`src/scps_map.svh`:
```
// Notes on behaviour
// - A start-pin rising edge in nap begins a conversion and powers the converter core.
// - Start edges during a conversion are ignored; a conversion never restarts.
// - Busy stays high for the whole conversion and drops when it completes.
// - Acquisition of the next sample begins 527 ns after a conversion start; the code begins it 530 ns (53 cycles) in.
// - Conversion is timed internally and lasts at most 1.5 us.
// - After a conversion with no sleep request the block naps until the next start edge.
// - Nap powers down only the core; serial path and the rest stay on.
// - The last result stays readable for shifting out during nap.
// - Two start toggles with no serial-clock rise between them request sleep.
// - Sleep begins when busy falls on the last conversion started.
// - A serial-clock rising edge wakes the block from sleep.
// - Reset at power-up or supply drop; re-initialise when supply returns.
// - Each result is a 16-bit two's complement value.
`ifndef SCPS_MAP_SVH
`define SCPS_MAP_SVH

`define SCPS_CLK_NS        10
`define SCPS_CONV_MAX_NS   1500
`define SCPS_ACQ_START_NS  527
`define SCPS_ACQ_WIN_NS    1460
`define SCPS_SETTLE_NS     200000
`define SCPS_RESULT_W      16
`define SCPS_RESULT_RST    16'h0000
`define SCPS_SLEEP_TOGGLES 2'h2
`define SCPS_CONV_CYC      (`SCPS_CONV_MAX_NS / `SCPS_CLK_NS)
`define SCPS_ACQ_CYC       ((`SCPS_ACQ_START_NS + `SCPS_CLK_NS - 1) / `SCPS_CLK_NS)
`define SCPS_SETTLE_CYC    ((`SCPS_SETTLE_NS + `SCPS_CLK_NS - 1) / `SCPS_CLK_NS)

`endif

```
`src/scps_pkg.sv`:
```
package scps_pkg;

    typedef enum logic [3:0]
    {
        ST_SETTLE = 4'h1,
        ST_NAP    = 4'h2,
        ST_CONV   = 4'h4,
        ST_SLEEP  = 4'h8
    } scps_state_t;

endpackage : scps_pkg

```
`src/scps_sync.sv`:
```
`timescale 1ns/1ps
module scps_sync
(
    input  wire logic i_clk,
    input  wire logic i_srst,
    input  wire logic i_pin,
    output logic      o_level,
    output logic      o_rise
);

    logic meta_r;
    logic sync_r;
    logic prev_r;

    // Two flops before use, third for edge finding
    always_ff @(posedge i_clk)
    begin
        if (i_srst)
        begin
            meta_r <= 1'b0;
            sync_r <= 1'b0;
            prev_r <= 1'b0;
        end
        else
        begin
            meta_r <= i_pin;
            sync_r <= meta_r;
            prev_r <= sync_r;
        end
    end

    assign o_level = sync_r;
    assign o_rise  = sync_r & ~prev_r;

endmodule : scps_sync

```
`src/scps_top.sv`:
```
`timescale 1ns/1ps
`include "scps_map.svh"
module scps_top
#(
    parameter int P_SETTLE_CYC = `SCPS_SETTLE_CYC,
    parameter int P_RESULT_W   = `SCPS_RESULT_W
)
(
    input  wire logic                  i_clk,
    input  wire logic                  i_srst,
    input  wire logic                  i_conversion_start_in,
    input  wire logic                  i_sck,
    input  wire logic [P_RESULT_W-1:0] i_core_result,
    output logic                       o_busy,
    output logic                       o_core_power_on,
    output logic                       o_acquire,
    output logic                       o_napping,
    output logic                       o_asleep,
    output logic                       o_serial_path_on,
    output logic                       o_settling,
    output logic                       o_early_start,
    output logic                       o_result_new,
    output logic [P_RESULT_W-1:0]      o_result
);

    localparam int CONV_CYC = `SCPS_CONV_CYC;
    localparam int ACQ_CYC  = `SCPS_ACQ_CYC;
    localparam int SET_W    = $clog2(P_SETTLE_CYC + 1);

    ////////////////////////////////////////////////////////////////////////////
    // Pin synchronisers
    logic start_rise;
    logic sck_rise;

    scps_sync u_start_sync
    (
        .i_clk   (i_clk),
        .i_srst  (i_srst),
        .i_pin   (i_conversion_start_in),
        .o_level (),
        .o_rise  (start_rise)
    );

    scps_sync u_sck_sync
    (
        .i_clk   (i_clk),
        .i_srst  (i_srst),
        .i_pin   (i_sck),
        .o_level (),
        .o_rise  (sck_rise)
    );

    ////////////////////////////////////////////////////////////////////////////
    // State and counters
    scps_pkg::scps_state_t state_r;
    scps_pkg::scps_state_t state_nxt;
    logic [7:0]            conv_cnt_r;
    logic [SET_W-1:0]      settle_cnt_r;
    logic [1:0]            tog_cnt_r;
    logic [1:0]            tog_cnt_nxt;
    logic                  acquire_r;
    logic                  early_r;
    logic                  result_new_r;
    logic [P_RESULT_W-1:0] result_r;

    wire in_settle  = (state_r == scps_pkg::ST_SETTLE);
    wire in_nap     = (state_r == scps_pkg::ST_NAP);
    wire in_conv    = (state_r == scps_pkg::ST_CONV);
    wire in_sleep   = (state_r == scps_pkg::ST_SLEEP);
    wire settle_end = (settle_cnt_r == SET_W'(P_SETTLE_CYC - 1));
    wire conv_done  = in_conv && (conv_cnt_r == 8'(CONV_CYC - 1));
    wire start_ok   = in_nap && start_rise;
    wire sleep_req  = (tog_cnt_r == `SCPS_SLEEP_TOGGLES);
    wire acq_hit    = in_conv && (conv_cnt_r == 8'(ACQ_CYC - 1));

    // Start edges outside settle and sleep count up to two; a serial-clock rise clears, a same-cycle such start counts one
    assign tog_cnt_nxt = sck_rise ? {1'b0, start_rise && !in_settle && !in_sleep}
                       : (start_rise && !in_settle && !in_sleep && !sleep_req) ? tog_cnt_r + 2'h1
                       : tog_cnt_r;

    always_comb
    begin
        state_nxt = state_r;
        case (state_r)
            scps_pkg::ST_SETTLE:
            begin
                if (settle_end)
                    state_nxt = scps_pkg::ST_NAP;
            end
            scps_pkg::ST_NAP:
            begin
                if (start_rise)
                    state_nxt = scps_pkg::ST_CONV;
            end
            scps_pkg::ST_CONV:
            begin
                if (conv_done)
                    state_nxt = sleep_req ? scps_pkg::ST_SLEEP : scps_pkg::ST_NAP;
            end
            scps_pkg::ST_SLEEP:
            begin
                if (sck_rise)
                    state_nxt = scps_pkg::ST_NAP;
            end
            default:
            begin
                state_nxt = scps_pkg::ST_SETTLE;
            end
        endcase
    end

    always_ff @(posedge i_clk)
    begin
        if (i_srst)
        begin
            state_r      <= scps_pkg::ST_SETTLE;
            settle_cnt_r <= '0;
            tog_cnt_r    <= 2'h0;
        end
        else
        begin
            state_r      <= state_nxt;
            settle_cnt_r <= in_settle ? settle_cnt_r + SET_W'(1) : settle_cnt_r;
            tog_cnt_r    <= tog_cnt_nxt;
        end
    end

    // Conversion timer: held at zero outside conversion, start edges inside do not touch it
    always_ff @(posedge i_clk)
    begin
        if (i_srst)
            conv_cnt_r <= 8'h00;
        else if (in_conv)
            conv_cnt_r <= conv_cnt_r + 8'h01;
        else
            conv_cnt_r <= 8'h00;
    end

    // Acquisition runs from 530 ns (53 cycles) into the conversion until the next start, sleep or settle
    always_ff @(posedge i_clk)
    begin
        if (i_srst)
            acquire_r <= 1'b0;
        else if (acq_hit)
            acquire_r <= 1'b1;
        else if (start_ok || in_sleep || in_settle)
            acquire_r <= 1'b0;
    end

    // Early start flag held until the first accepted conversion
    always_ff @(posedge i_clk)
    begin
        if (i_srst)
            early_r <= 1'b0;
        else if (in_settle && start_rise)
            early_r <= 1'b1;
        else if (start_ok)
            early_r <= 1'b0;
    end

    // Result captured at completion, held through nap and sleep
    always_ff @(posedge i_clk)
    begin
        if (i_srst)
        begin
            result_r     <= P_RESULT_W'(`SCPS_RESULT_RST);
            result_new_r <= 1'b0;
        end
        else
        begin
            result_new_r <= conv_done;
            if (conv_done)
                result_r <= i_core_result;
        end
    end

    ////////////////////////////////////////////////////////////////////////////
    // Outputs
    assign o_busy           = in_conv;
    assign o_core_power_on  = in_conv;
    assign o_acquire        = acquire_r;
    assign o_napping        = in_nap;
    assign o_asleep         = in_sleep;
    assign o_serial_path_on = !in_sleep;
    assign o_settling       = in_settle;
    assign o_early_start    = early_r;
    assign o_result_new     = result_new_r;
    assign o_result         = result_r;
endmodule : scps_top

```
`config.mk`:
```
export PLATFORM = sky130hd
export DESIGN_NAME = scps_top
export DESIGN_NICKNAME = d
export VERILOG_FILES = /design/src/scps_pkg.sv /design/src/scps_sync.sv /design/src/scps_top.sv
export VERILOG_INCLUDE_DIRS = /design/src
export SDC_FILE = /design/constraint.sdc
export NUM_CORES = 1
export LEC_CHECK = 0
export ABC_CLOCK_PERIOD_IN_PS = 2100
export BUFFER_PORTS_ARGS = -buffer_cell sky130_fd_sc_hd__buf_2
export CORE_MARGIN = 5
export CORE_UTILIZATION = 40
export DETAILED_ROUTE_END_ITERATION = 7
export HOLD_SLACK_MARGIN = 0.06
export SLEW_MARGIN = 20
export SYNTH_ARGS = -nofsm -noshare
export SYNTH_HDL_FRONTEND = slang
export SYNTH_SLANG_ARGS = --single-unit
```
`constraint.sdc`:
```
create_clock -name i_clk -period 2.1 [get_ports i_clk]
set_input_delay 0 -clock i_clk [delete_from_list [all_inputs] [get_ports i_clk]]
set_output_delay 0 -clock i_clk [all_outputs]
set_load 0.005 [all_outputs]
```
==> results.py <==
metrics = {
    "run_status": {
        "status": "finished, final reports clean",
    },
    "worst_hold_path": {
        "hold_path_end": "settle_cnt_r[7]",
        "holdPathStages": 2,
        "hp-class": "primary input to flop",
        "hp-start": "i_srst",
    },
    "critical_path": {
        "endpoint_kind": "flop",
        "r2r_start": "state_r[2]",
        "crit_required_ns": 2.34,
        "crit_path_max_fanout": 7,
        "cp-start-kind": "flop",
        "crit_type": "flop to flop",
        "arrival_ns": 2.21,
        "r2r_setup_slack_ns": 0.13,
        "r2r_cells": 4,
        "rr_endpoint": "settle_cnt_r[13]",
    },
    "yosys": {
        "ys_ff_latch": 54,
        "synth_top_family_by_area": "simple AND/OR/NAND/NOR gates",
        "synth_top_flop_cell": "dfxtp_1",
        "seq_area_frac_synth": 0.476,
        "postSynthCellCount": 240,
        "synth-edff-count": 0,
        "async_flop_share": 0,
        "synth-compound-area-share": 0.0705,
        "ys_types": 43,
        "synth.net_count": 265,
        "yosys.area_share.adder": 0.0275,
        "avgSynthCellArea_um2": 9.46,
        "ys_warn_count": 0,
        "synth.area.mux_share": 0.0755,
        "yosys.area_share.simple": 0.254,
        "netlist_area_mm2": 0.00227,
        "synthXorXnorAreaFrac": 0.0579,
    },
    "route": {
        "wl_mm": 4.92,
        "drc": 0,
        "drtIter0Drc": 78,
        "drtAntennaViolNets": 0,
        "vias_per_cell": 4.91,
        "vias": 1848,
        "dr.pass1.iters": 4,
        "wl_per_cell_um": 13.1,
    },
    "timing": {
        "fmax_mhz": 508,
        "relSlewSlack": 0.664,
        "tns_ns": 0,
        "final_hold_viol_count": 0,
        "setup_ws_ns": 0.131,
        "slew_viol_final": 0,
        "setup_viol": 0,
        "fin_crit_sh": 0.937,
        "tightest_slew_ns": 0.503,
        "min_period_ns": 1.97,
        "rsz0062_at_grt": "no",
        "clock_skew_ns": 0.00770,
    },
    "clocking": {
        "clk_latency_ns": 0.31,
        "cts_max_path_buffers": 2,
        "numCtsBuffers": 5,
        "cts_tree": "done",
        "ctsResizeCount": 0,
        "cts.sinks": 54,
        "htreeDepth": 2,
        "clkTransAtPathRegs_ns": 0.10,
        "cts_root_buf": "clkbuf_8",
    },
    "placement": {
        "pre_cts_slack_ns": 0.150,
        "io_buffers": 44,
        "place.gp.congestion": 0.767,
        "place_hpwl_mm": 3.44,
    },
    "pwr": {
        "total_power_w": 0.00181,
        "power_density_mw_per_mm2": 638,
        "ir_worst_vdd_uv": 380,
        "p_leak_nw": 1.13,
    },
    "die": {
        "placementRows": 27,
        "dieArea_mm2": 0.00728,
        "die_h_um": 85.3,
        "core_mm2": 0.00551,
        "die_w_um": 85.3,
        "start_util": 0.412,
        "pin_count": 45,
    },
    "global_route": {
        "grt_first_pass_wirelength_mm": 8.49,
        "globalRoute.totalOverflow": 0,
        "grt_max_degree": 30,
        "grt_pass1_vias": 1859,
        "grt_usage": 0.144,
        "antenna_found_initial": 0,
    },
    "run": {
        "cap_viol_max_count": 0,
    },
    "cells_and_area": {
        "drive_gt1_frac": 0.201,
        "n_antenna_cell": 0,
        "nets": 329,
        "final_common_cell": "dfxtp_1",
        "final_cell_mix": "dfxtp_1 (54), buf_2 (44), nor2_1 (39)",
        "areaGrowthSynthToFinish_pct": 24.7,
    },
}
area by class of cell:
cell class,instances,area (um2)
sequential,54,1080
timing repair buffer,67,438
clock inverter,2,13.8
inverter,9,33.8
clock buffer,5,68.8
tap,72,90.1
multi-input combinational,167,1110
fill,536,2670
what timing repair did:
item	in CTS	in global routing
hold endpoints to repair	18	0
buffers inserted	0	0
hold buffers	18	0
cell families (layout without fill, tap and decap cells):
| family | Yosys count | after routing |
|---|---|---|
| and+or+nand+nor | 106 | 106 |
| DFF | 54 | 54 |
| AOI/OAI and AO/OA | 24 | 24 |
| buffers and inverters | 19 | 83 |
| muxes | 17 | 17 |
| xor gates and xnor gates | 15 | 15 |
| adders and majority gates | 5 | 5 |
Yosys cell counts (2+ instances only):
cell | n | area share
dfxtp_1 | 54 | 0.48
o21ai_0 | 4 | 0.0088
or4b_1 | 5 | 0.022
ha_1 | 5 | 0.028
inv_1 | 9 | 0.015
o22ai_1 | 2 | 0.0055
xnor2_1 | 6 | 0.023
a22oi_1 | 2 | 0.0066
nand3_1 | 7 | 0.015
xor2_1 | 9 | 0.035
a21oi_1 | 7 | 0.015
nand2b_1 | 2 | 0.0055
mux2i_1 | 16 | 0.071
nand3b_1 | 2 | 0.0066
nand2_1 | 10 | 0.017
or4_1 | 3 | 0.0099
or3_1 | 4 | 0.011
and4_1 | 2 | 0.0077
nor2_1 | 39 | 0.064
o31ai_1 | 3 | 0.0099
nor2b_1 | 9 | 0.025
clkbuf_1 | 6 | 0.0099
nor3_1 | 6 | 0.013
and3_1 | 4 | 0.011
nand4_1 | 5 | 0.014
buf_4 | 2 | 0.0066
layer usage:
layer / up-vias / track usage / share of wire
met5: - / 0 / 0
met4: 0 / 0.0432 / 0.014
met3: 6 / 0.0495 / 0.053
met2: 30 / 0.246 / 0.50
met1: 849 / 0.171 / 0.44
li1: 963 / - / -
where the power goes:
group          internal, W  leakage, nW  switching [W]
Sequential         0.00105        0.437      0.0000239
Clock             0.000231       0.0444       0.000333
Combinational    0.0000886        0.652      0.0000800
Total              0.00137         1.13       0.000437
worst max-delay path, cell delays in order, from the launching register on:
cell     delay [ns]
dfxtp_1        0.37
or4b_4         0.58
or2_1          0.32
or4_1          0.48
a21oi_1        0.15
stage by stage:
step	utilization	std cells	hold WS (ns)	cell area (um2)
global route	0.514	376	0.0866	2830
floorplan	-	240	0.128	2270
finish	0.514	376	0.0699	2830
detailed placement	0.467	351	0.225	2570
CTS	0.514	376	0.0734	2830
global placement	0.467	351	0.219	2570
worst max path at each step:
stage | endpoint | from | slack, ns
2_1_floorplan | settle_cnt_r[13] | state_r[2] | 0.20
3_3_place_gp | settle_cnt_r[11] | state_r[2] | 0.18
3_5_place_dp | settle_cnt_r[13] | state_r[2] | 0.15
4_1_cts | settle_cnt_r[11] | state_r[2] | 0.12
5_1_grt | settle_cnt_r[13] | state_r[2] | 0.03
6_report | settle_cnt_r[13] | state_r[2] | 0.13
state kept, by name (all words and copies together), names as in the netlist:
signal                count
o_acquire                 1
u_start_sync.o_level      1
u_sck_sync.o_level        1
o_early_start             1
u_sck_sync.prev_r         1
settle_cnt_r             15
conv_cnt_r                8
o_result_new              1
state_r                   4
o_result                 16
u_start_sync.meta_r       1
tog_cnt_r                 2
u_sck_sync.meta_r         1
u_start_sync.prev_r       1
(Power assumes the default switching activity.)
